===== src/rtl/asp_pkg.sv =====
// Purpose: constants for the converter serial register-access port
// Assumes: one 50 MHz system clock, serial pins sampled through two flops
// Notes:   Functional notes follow
package asp_pkg;
    localparam int          ASP_WORD_BITS   = 24;
    localparam int          ASP_CNT_W       = 5;
    localparam logic [4:0]  ASP_BITS_24     = 5'h18;
    localparam logic [4:0]  ASP_BITS_16     = 5'h10;
    localparam logic [23:0] ASP_CTRL_RST    = 24'h000000;
    localparam logic [23:0] ASP_CAL_RST     = 24'h000000;
    localparam int          ASP_CLK_MHZ     = 50;
    localparam int          ASP_SCLK_NS     = 400;
    // half period of generated serial clock in system cycles
    localparam int          ASP_HALF_CYC    = (ASP_SCLK_NS * ASP_CLK_MHZ) / 2000;
    typedef enum logic [1:0] {
        ASP_IDLE  = 2'b00,
        ASP_READ  = 2'b01,
        ASP_WRITE = 2'b10,
        ASP_DONE  = 2'b11
    } asp_state_t;
endpackage


===== src/rtl/asp_sync.sv =====
// Purpose: two-flop synchroniser for a bus of asynchronous pins
// Assumes: inputs are levels from outside the sys_clk domain
// Notes:   first stage is read only by the second stage
`timescale 1ns/1ps
module asp_sync #(
    parameter int W = 1
) (
    input  wire logic         sys_clk,
    input  wire logic         rst_n,
    input  wire logic [W-1:0] async_in,
    output logic      [W-1:0] sync_out
);
    logic [W-1:0] meta_ff;
    // two stage capture
    always_ff @(posedge sys_clk or negedge rst_n) begin
        if (!rst_n) begin
            meta_ff  <= '0;
            sync_out <= '0;
        end else begin
            meta_ff  <= async_in;
            sync_out <= meta_ff;
        end
    end
endmodule


===== src/rtl/asp_port.sv =====
// Purpose: serial register-access port, self and external clock modes
// Assumes: pins asynchronous to sys_clk; serial clock well below sys_clk/4
// Notes:   output word comes from the converter as a one-cycle strobe
`timescale 1ns/1ps
module asp_port
    import asp_pkg::*;
#(
    parameter int          HALF_CYC  = ASP_HALF_CYC,
    parameter logic [4:0]  OUT_BITS  = ASP_BITS_24
) (
    input  wire logic        sys_clk,
    input  wire logic        rst_n,
    input  wire logic        mode_pin,
    input  wire logic        sclk_in,
    output logic             sclk_out,
    output logic             sclk_oe,
    input  wire logic        read_frame_n,
    input  wire logic        write_frame_n,
    input  wire logic        register_select,
    input  wire logic        serial_data_in,
    output logic             serial_data_out,
    output logic             serial_data_oe,
    output logic             data_ready_n,
    input  wire logic        conv_valid,
    input  wire logic [23:0] conv_word,
    input  wire logic [23:0] cal_word,
    output logic [23:0]      ctrl_reg,
    output logic [23:0]      cal_reg,
    output logic             cal_load
);
    // synchronised pins: mode, clock, read frame, write frame, select, data
    logic [5:0] pin_s;
    asp_sync #(.W(6)) u_sync (
        .sys_clk  (sys_clk),
        .rst_n    (rst_n),
        .async_in ({mode_pin, sclk_in, read_frame_n, write_frame_n,
                    register_select, serial_data_in}),
        .sync_out (pin_s)
    );
    wire mode_s = pin_s[5];
    wire xclk_s = pin_s[4];
    wire rfs_s  = pin_s[3];
    wire tfs_s  = pin_s[2];
    wire sel_s  = pin_s[1];
    wire din_s  = pin_s[0];

    asp_state_t   state_ff, nxt_state;
    logic         xclk_d_ff, rfs_d_ff, tfs_d_ff;
    logic [23:0]  out_reg_ff;
    logic [23:0]  shift_ff;
    logic [4:0]   cnt_ff;
    logic [4:0]   len_ff;
    logic         sel_ff;
    logic         is_out_ff;
    logic [15:0]  div_ff;
    logic         gclk_ff;
    logic         data_ready_n_ff;

    // serial clock source: generated in self mode, pin in external mode
    wire self_mode = mode_s;
    wire div_hit   = (div_ff == 16'(HALF_CYC - 1));
    wire run_gen   = self_mode && (state_ff == ASP_WRITE);
    wire g_rise    = run_gen && div_hit && !gclk_ff;
    wire g_fall    = run_gen && div_hit &&  gclk_ff;
    wire x_rise    = !self_mode && xclk_s && !xclk_d_ff;
    wire x_fall    = !self_mode && !xclk_s && xclk_d_ff;
    wire s_rise    = self_mode ? g_rise : x_rise;
    wire s_fall    = self_mode ? g_fall : x_fall;
    wire rfs_fall  = !rfs_s && rfs_d_ff;
    wire tfs_fall  = !tfs_s && tfs_d_ff;

    // read target: select high = output (data_ready_n low) or cal, low = control
    wire rd_out    = sel_s && !data_ready_n_ff;
    wire rd_cal    = sel_s &&  data_ready_n_ff;
    // select-high read with data ready high transfers the calibration word
    wire rd_ok     = !self_mode && rfs_fall && !(rd_out && data_ready_n_ff);
    wire wr_go     = tfs_fall;
    wire last_bit  = (cnt_ff == len_ff - 5'h01);
    wire rd_shift  = (state_ff == ASP_READ) && !rfs_s && s_fall;
    wire rd_end    = rd_shift && (cnt_ff == len_ff);
    wire wr_take   = (state_ff == ASP_WRITE) && !tfs_s && s_rise;
    wire wr_end    = wr_take && last_bit;

    // transfer sequencer
    always_comb begin
        nxt_state = state_ff;
        unique case (state_ff)
            ASP_IDLE:  begin
                if (wr_go) begin
                    nxt_state = ASP_WRITE;
                end else if (rd_ok) begin
                    nxt_state = ASP_READ;
                end
            end
            ASP_READ:  begin
                if (rd_end) begin
                    nxt_state = ASP_IDLE;
                end
            end
            ASP_WRITE: begin
                if (wr_end) begin
                    nxt_state = self_mode ? ASP_DONE : ASP_IDLE;
                end
            end
            ASP_DONE:  begin
                if (!self_mode || (div_hit && gclk_ff)) begin
                    nxt_state = ASP_IDLE;
                end
            end
        endcase
    end

    // edge history and state
    always_ff @(posedge sys_clk or negedge rst_n) begin
        if (!rst_n) begin
            state_ff  <= ASP_IDLE;
            xclk_d_ff <= 1'b0;
            rfs_d_ff  <= 1'b1;
            tfs_d_ff  <= 1'b1;
        end else begin
            state_ff  <= nxt_state;
            xclk_d_ff <= xclk_s;
            rfs_d_ff  <= rfs_s;
            tfs_d_ff  <= tfs_s;
        end
    end

    // generated clock divider, runs only during a self write
    always_ff @(posedge sys_clk or negedge rst_n) begin
        if (!rst_n) begin
            div_ff  <= '0;
            gclk_ff <= 1'b0;
        end else if ((state_ff == ASP_WRITE || state_ff == ASP_DONE) && self_mode) begin
            div_ff  <= div_hit ? '0 : div_ff + 16'h0001;
            gclk_ff <= div_hit ? !gclk_ff : gclk_ff;
        end else begin
            div_ff  <= '0;
            gclk_ff <= 1'b0;
        end
    end

    // shift register, bit counter, target latch
    always_ff @(posedge sys_clk or negedge rst_n) begin
        if (!rst_n) begin
            shift_ff  <= '0;
            cnt_ff    <= '0;
            len_ff    <= ASP_BITS_24;
            sel_ff    <= 1'b0;
            is_out_ff <= 1'b0;
        end else if (state_ff == ASP_IDLE && wr_go) begin
            cnt_ff    <= '0;
            len_ff    <= ASP_BITS_24;
            sel_ff    <= sel_s;
            is_out_ff <= 1'b0;
        end else if (state_ff == ASP_IDLE && rd_ok) begin
            // MSB presented on the frame fall
            shift_ff  <= rd_out ? out_reg_ff : (sel_s ? cal_word : ctrl_reg);
            cnt_ff    <= 5'h01;
            len_ff    <= rd_out ? OUT_BITS : ASP_BITS_24;
            is_out_ff <= rd_out;
        end else if (rd_shift && !rd_end) begin
            shift_ff  <= {shift_ff[22:0], 1'b0};
            cnt_ff    <= cnt_ff + 5'h01;
        end else if (wr_take) begin
            shift_ff  <= {shift_ff[22:0], din_s};
            cnt_ff    <= cnt_ff + 5'h01;
        end
    end

    // target registers update only after the full word
    always_ff @(posedge sys_clk or negedge rst_n) begin
        if (!rst_n) begin
            ctrl_reg <= ASP_CTRL_RST;
            cal_reg  <= ASP_CAL_RST;
            cal_load <= 1'b0;
        end else begin
            cal_load <= wr_end && sel_ff;
            if (wr_end && !sel_ff) begin
                ctrl_reg <= {shift_ff[22:0], din_s};
            end
            if (wr_end && sel_ff) begin
                cal_reg  <= {shift_ff[22:0], din_s};
            end
        end
    end

    // output register and data ready; writes never touch data ready
    wire out_busy = (state_ff == ASP_READ) && is_out_ff;
    always_ff @(posedge sys_clk or negedge rst_n) begin
        if (!rst_n) begin
            out_reg_ff <= '0;
            data_ready_n_ff    <= 1'b1;
        end else begin
            if (conv_valid) begin
                out_reg_ff <= conv_word;
            end
            if (rd_end && is_out_ff) begin
                data_ready_n_ff <= 1'b1;
            end else if (conv_valid && !out_busy) begin
                data_ready_n_ff <= 1'b0;
            end
        end
    end

    // pin drivers, all registered
    always_ff @(posedge sys_clk or negedge rst_n) begin
        if (!rst_n) begin
            sclk_out        <= 1'b0;
            sclk_oe         <= 1'b0;
            serial_data_out <= 1'b0;
            serial_data_oe  <= 1'b0;
            data_ready_n    <= 1'b1;
        end else begin
            sclk_out        <= gclk_ff;
            sclk_oe         <= run_gen || (state_ff == ASP_DONE);
            serial_data_out <= shift_ff[23];
            serial_data_oe  <= (state_ff == ASP_READ) && !rfs_s && !rd_end;
            data_ready_n    <= data_ready_n_ff;
        end
    end

    a_data_ready_n_write_free: assert property (@(posedge sys_clk) disable iff (!rst_n)
        (state_ff == ASP_WRITE && !conv_valid) |=> $stable(data_ready_n_ff))
        else $error("data ready moved during write");
    a_ctrl_after_24: assert property (@(posedge sys_clk) disable iff (!rst_n)
        !$stable(ctrl_reg) |-> $past(wr_end) && !$past(sel_ff))
        else $error("control register changed early");
    a_data_ready_n_high_end: assert property (@(posedge sys_clk) disable iff (!rst_n)
        (rd_end && is_out_ff) |=> data_ready_n_ff ##1 data_ready_n)
        else $error("data ready not released after read");
    a_drop_midread: assert property (@(posedge sys_clk) disable iff (!rst_n)
        (out_busy && conv_valid && !rd_end) |=> $stable(data_ready_n_ff))
        else $error("word signalled during read");
    a_no_xfer_idle: assert property (@(posedge sys_clk) disable iff (!rst_n)
        (state_ff == ASP_IDLE && rfs_fall && sel_s && data_ready_n_ff && !wr_go) |=>
        state_ff == ASP_IDLE || !is_out_ff)
        else $error("output read started with data ready high");
    a_sclk_off_ext: assert property (@(posedge sys_clk) disable iff (!rst_n)
        !self_mode && !$past(self_mode) |=> !sclk_oe)
        else $error("serial clock driven in external mode");
    a_data_off_frame: assert property (@(posedge sys_clk) disable iff (!rst_n)
        rfs_s |=> !serial_data_oe)
        else $error("data driven while frame high");
    a_gen_stop: assert property (@(posedge sys_clk) disable iff (!rst_n)
        (state_ff == ASP_DONE && nxt_state == ASP_IDLE) |=> ##1 !sclk_oe)
        else $error("serial clock still driven after write");

    // a calibration write leaves the control register alone
    a_cal_keeps_ctrl: assert property (@(posedge sys_clk) disable iff (!rst_n)
        (wr_end && sel_ff) |=> $stable(ctrl_reg))
        else $error("control register hit by calibration write");

    // a control write stores the assembled word
    a_ctrl_word_in: assert property (@(posedge sys_clk) disable iff (!rst_n)
        (wr_end && !sel_ff) |=> ctrl_reg == $past({shift_ff[22:0], din_s}))
        else $error("control register holds wrong word");

    // calibration load strobe follows a calibration write
    a_cal_load_set: assert property (@(posedge sys_clk) disable iff (!rst_n)
        (wr_end && sel_ff) |=> cal_load)
        else $error("calibration load strobe missing");

    // calibration load strobe lasts one cycle
    a_cal_load_one: assert property (@(posedge sys_clk) disable iff (!rst_n)
        cal_load |=> !cal_load)
        else $error("calibration load strobe too long");

    // a write frame fall while idle starts a write
    a_write_start: assert property (@(posedge sys_clk) disable iff (!rst_n)
        (state_ff == ASP_IDLE && wr_go) |=> state_ff == ASP_WRITE)
        else $error("write frame fall ignored");

    // self mode write drives the serial clock pin
    a_self_clk_on: assert property (@(posedge sys_clk) disable iff (!rst_n)
        (state_ff == ASP_WRITE && self_mode) |=> sclk_oe)
        else $error("generated clock not driven during write");

    // each taken bit advances the counter by one
    a_bit_count: assert property (@(posedge sys_clk) disable iff (!rst_n)
        wr_take |=> cnt_ff == $past(cnt_ff) + 5'h01)
        else $error("write bit count did not advance");

    // bit counter never passes a full word
    a_cnt_bound: assert property (@(posedge sys_clk) disable iff (!rst_n)
        (cnt_ff <= ASP_BITS_24))
        else $error("bit counter overran word");

    // divider stays inside its half period
    a_div_bound: assert property (@(posedge sys_clk) disable iff (!rst_n)
        (div_ff < 16'(HALF_CYC)))
        else $error("clock divider overran");

    // no generated edges while the pin clock is in use
    a_ext_no_gen: assert property (@(posedge sys_clk) disable iff (!rst_n)
        !self_mode |-> (!g_rise && !g_fall))
        else $error("generated edge in external mode");

    // pin clock edges ignored in self mode
    a_self_no_xclk: assert property (@(posedge sys_clk) disable iff (!rst_n)
        self_mode |-> (!x_rise && !x_fall))
        else $error("pin clock edge used in self mode");

    // output read length follows the output word size
    a_out_read_len: assert property (@(posedge sys_clk) disable iff (!rst_n)
        (state_ff == ASP_IDLE && rd_ok && rd_out && !wr_go) |=> len_ff == OUT_BITS)
        else $error("output read length wrong");

    // register reads are always a full word
    a_reg_read_len: assert property (@(posedge sys_clk) disable iff (!rst_n)
        (state_ff == ASP_IDLE && rd_ok && !rd_out && !wr_go) |=>
        (len_ff == ASP_BITS_24 && !is_out_ff))
        else $error("register read length wrong");

    // register reads leave data ready alone
    a_reg_read_data_ready_n: assert property (@(posedge sys_clk) disable iff (!rst_n)
        (state_ff == ASP_READ && !is_out_ff && !conv_valid) |=> $stable(data_ready_n_ff))
        else $error("data ready moved by register read");

    // first bit out is the top bit of the loaded word
    a_msb_first: assert property (@(posedge sys_clk) disable iff (!rst_n)
        (state_ff == ASP_IDLE && rd_ok && !wr_go) |=>
        ##1 serial_data_out == $past(shift_ff[23]))
        else $error("read did not start with top bit");

    // each read falling edge but the last moves the word up one place
    a_shift_on_fall: assert property (@(posedge sys_clk) disable iff (!rst_n)
        (rd_shift && !rd_end) |=> shift_ff == {$past(shift_ff[22:0]), 1'b0})
        else $error("read shift wrong");

    // last falling edge ends the read
    a_read_end_idle: assert property (@(posedge sys_clk) disable iff (!rst_n)
        rd_end |=> state_ff == ASP_IDLE)
        else $error("read did not end");

    // data line released at read end
    a_oe_off_end: assert property (@(posedge sys_clk) disable iff (!rst_n)
        rd_end |=> !serial_data_oe)
        else $error("data line still driven after read");

    // paused read keeps its bit position
    a_pause_hold: assert property (@(posedge sys_clk) disable iff (!rst_n)
        (state_ff == ASP_READ && rfs_s) |=> $stable(cnt_ff))
        else $error("read advanced while paused");

    // paused write keeps its bit position
    a_write_pause: assert property (@(posedge sys_clk) disable iff (!rst_n)
        (state_ff == ASP_WRITE && tfs_s) |=> $stable(cnt_ff))
        else $error("write advanced while paused");

    // data ready stays low until the output word is all read
    a_stay_low_read: assert property (@(posedge sys_clk) disable iff (!rst_n)
        (out_busy && !rd_end && !data_ready_n_ff) |=> !data_ready_n_ff)
        else $error("data ready rose mid read");

    // data ready pin follows its flop one cycle later
    a_data_ready_n_follow: assert property (@(posedge sys_clk) disable iff (!rst_n)
        1'b1 |=> data_ready_n == $past(data_ready_n_ff))
        else $error("data ready pin out of step");
endmodule


===== config.mk =====
export PLATFORM = sky130hd
export DESIGN_NAME = asp_port
export DESIGN_NICKNAME = d
export VERILOG_FILES = /design/src/rtl/asp_pkg.sv /design/src/rtl/asp_sync.sv /design/src/rtl/asp_port.sv
export SDC_FILE = /design/constraint.sdc
export NUM_CORES = 1
export LEC_CHECK = 0
export BUFFER_PORTS_ARGS = -buffer_cell sky130_fd_sc_hd__buf_2
export CAP_MARGIN = 20
export CORE_ASPECT_RATIO = 1.1
export CORE_MARGIN = 1.5
export CORE_UTILIZATION = 35
export DETAILED_ROUTE_END_ITERATION = 8
export PLACE_DENSITY = 0.57
export SYNTH_ARGS = -nofsm -noshare
export SYNTH_HDL_FRONTEND = slang
export SYNTH_SLANG_ARGS = --single-unit

===== constraint.sdc =====
create_clock -name sys_clk -period 3.25 [get_ports sys_clk]
set_input_delay 0.1625 -clock sys_clk [delete_from_list [all_inputs] [get_ports sys_clk]]
set_output_delay 0.1625 -clock sys_clk [all_outputs]
set_load 0.02 [all_outputs]

==> results_dict.tcl <==
set metrics [dict create \
    outcome "complete, no violations" \
    max_stage_delay_ps 550 \
    holdPathStages 2 \
    postRouteAntennaNets 0 \
    setup.worst_path.class "reg -> reg" \
    clockPowerShare_pct 38.5 \
    yosysSeqAreaShare_pct 56.7 \
    netSwitchingFraction_pct 28.4 \
    syn_inst 525 \
    final_cell_count_no_fill 909 \
    p_switching_w 0.00133 \
    antenna_found_initial 0 \
    drc 0 \
    cp-start-kind "register" \
    synth_simple_gate_area_share_pct 10.4 \
    critPathTopFamily "simple AND/OR/NAND/NOR gates" \
    multi_input_area_sq_um 2590 \
    cp_cell_sequence "or3b_1 -> or4b_4 -> nor2_4 -> a21oi_2 -> nor2_4 -> buf_12 -> mux2_2" \
    synthXorXnorAreaFrac_pct 2.34 \
    min_to "out_reg_ff[22]$_DFFE_PN0P_" \
    cts.htree.levels 4 \
    finalSetupTns_ps 0 \
    die_h_um 144 \
    core_area_sq_um 17700 \
    worstPathRequired_ps 3550 \
    routed_via_density 4.89 \
    vias 4449 \
    crit_slowest_cell "or4b_4" \
    netlist_top_cells_area "dfrtp_1, mux2_2, mux2_4" \
    synth_compound_area_share_pct 8.93 \
    cts_sinks 144 \
    cts_buffers 17 \
    io_pins 111 \
    dpl.hpwl_um 9540 \
    synthMuxAreaShare_pct 17.9 \
    reg2reg_slack_ps 630 \
    min_period_over_period_pct 80.6 \
    hold_ws_ps 32.5 \
    finalNetCount 719 \
    fillers 1669 \
    timing.rr.start "state_ff[1]$_DFFE_PN0P_" \
    grt_max_degree 88 \
    post_cts_resized 0 \
    synth_area_sq_um 6360 \
    wl_per_cell_um 16.0 \
    comb_power_share_pct 13.3 \
    fin_skew_ps 9.65 \
    synth_edf_count 0 \
    synth_adder_area_share_pct 0.787 \
    slew_headroom_pct 34.1 \
    syn_nets 586 \
    place.gp.congestion 0.829 \
    avgSynthCellArea_sq_um 12.1 \
    n_antenna_cell 0 \
    initial_utilization_pct 35.9 \
    p_leak_nw 3.79 \
    synth.distinct_cells 46 \
    endpoint_kind "register" \
    insertion_delay_ps 420 \
    drt_iter0_drc 190 \
    p_total_w 0.00470 \
    ys_warn_count 0 \
    synth_top_family_by_area "multiplexers" \
    p_per_area_nw_per_um2 590 \
    pwr-share-seq_pct 48.2 \
    totalWireLength_um 14500 \
    numPortBuffers 110 \
    grt_util_all_layers_pct 16.0 \
    grt_pass1_wl_um 23800 \
    cts_tree "yes" \
    cts_hold_buf 30 \
    maxSlewViolCount 0 \
    fmax_ghz 0.382 \
    cpMostUsedCell "nor2_4" \
    hold_viol 0 \
    cts_root_buf "clkbuf_16" \
    first_global_vias 4568 \
    dpl.cell_count 847 \
    clk_pin_slew_ps 60 \
    cp_num_buf_inv 1 \
    rsz0062_at_grt "false" \
    row_count 51 \
    drive_gt1_share_pct 34.0 \
    ys_ff_latch 144 \
    cap_violations 0 \
    holdCritStartpoint "conv_word[22]" \
    critPathArrivalTime_ps 2920 \
    seqCellArea_sq_um 3610 \
    synth_top_cell_by_area "dfrtp_1" \
    p_int_w 0.00337 \
    async_flop_share_pct 100 \
    max_slew.worst_pin.slew_ps 984 \
    min_period_ps 2620 \
    die_w_um 132 \
    clockBufferDepth 2 \
    synth_top_area_share_pct 55.1 \
    area.growth.synth_to_final_pct 25.2 \
    worstRegToRegCells 7 \
    crit_path_max_fanout 16 \
    synth-main-ff-cell "dfrtp_1" \
    max-vdd-ir-drop_uv 404 \
    hold_class "in -> reg" \
    setup_violations 0 \
    r2r-end "ctrl_reg[20]$_DFFE_PN0P_" \
    grt_remaining_overflow 0 \
    dieArea_sq_um 19000 \
    cts_setup_buffers 0 \
    dr.pass1.iters 4 \
]
==> worst max path at each step <==
stage / startpoint / to / slack (ps) / cells past startpoint
floorplan: state_ff[0]$_DFFE_PN0P_ / ctrl_reg[10]$_DFFE_PN0P_ / 920 / 7
global placement: state_ff[1]$_DFFE_PN0P_ / ctrl_reg[14]$_DFFE_PN0P_ / 730 / 7
detailed placement: state_ff[1]$_DFFE_PN0P_ / ctrl_reg[20]$_DFFE_PN0P_ / 630 / 7
CTS: state_ff[1]$_DFFE_PN0P_ / ctrl_reg[20]$_DFFE_PN0P_ / 630 / 7
global route: div_ff[1]$_DFF_PN0_ / shift_ff[1]$_DFFE_PN0P_ / 480 / 8
finish: state_ff[1]$_DFFE_PN0P_ / ctrl_reg[20]$_DFFE_PN0P_ / 630 / 7
==> power groups by stage <==
stage               Sequential [W]  Combinational (W)  Clock (W)
floorplan                  0.00222           0.000426          0
global placement           0.00228           0.000583          0
detailed placement         0.00229           0.000606          0
CTS                        0.00226           0.000637    0.00184
global route               0.00230           0.000726    0.00192
finish                     0.00226           0.000627    0.00181
==> cell families after synthesis <==
| group | Yosys count |
|---|---|
| buf+inv | 35 |
| flops | 144 |
| compound gates | 91 |
| simple gates | 137 |
| mux | 97 |
| fa+ha+maj | 4 |
| xor+xnor | 17 |
==> cell usage in the layout, fill, tap and decap left out, types with 5 or more instances in the layout <==
master and n:
nand2_1 37, xor2_1 15, inv_1 6, buf_2 109
a211oi_1 25, nand3_1 10, dfrtp_1 139, nand4_1 5
a21oi_1 26, mux2_2 53, mux2i_1 24, nor2_1 51
mux2_4 20, clkbuf_16 17, dlygate4sd3_1 30, o21ai_0 27
==> metrics by stage <==
step	cell area, sq um	setup WS (ps)	util (%)
final	7970	629	44.9
after global routing	7970	476	44.9
after CTS	7970	627	44.9
after detailed placement	7120	632	40.2
after global placement	7120	729	40.2
after floorplan	6360	916	-
==> layer usage <==
| layer | track usage [%] | vias to the layer above | wire, um |
|---|---|---|---|
| met3 | 3.65 | 18 | 503 |
| met5 | 0 | - | 0 |
| li1 | - | 2142 | - |
| met2 | 26.5 | 94 | 7040 |
| met1 | 20.9 | 2195 | 6820 |
| met4 | 5.32 | 0 | 186 |
==> layout make-up <==
| type | count | area share [%] |
|---|---|---|
| Timing Repair Buffer | 143 | 11.4 |
| Multi-Input combinational cell | 346 | 32.5 |
| Tap cell | 238 | 3.74 |
| Sequential cell | 144 | 45.3 |
| Clock inverter | 10 | 1.13 |
| Clock buffer | 22 | 5.70 |
| Inverter | 6 | 0.283 |
==> synthesized netlist by cell type (3+ instances only) <==
master	n
dfrtp_1	140
mux2_2	53
nor2_1	51
nand2_1	37
o21ai_0	27
a21oi_1	26
a211oi_1	25
mux2i_1	24
clkbuf_1	20
mux2_4	20
xor2_1	15
nand3_1	11
inv_1	6
nand4_1	5
buf_1	4
dfstp_2	4
ha_1	4
nor4_1	4
and2_1	3
and3_1	3
and4_1	3
buf_6	3
nor2b_1	3
nor3_1	3
nor4b_1	3
No activity file was read; power rests on OpenSTA's default activity.
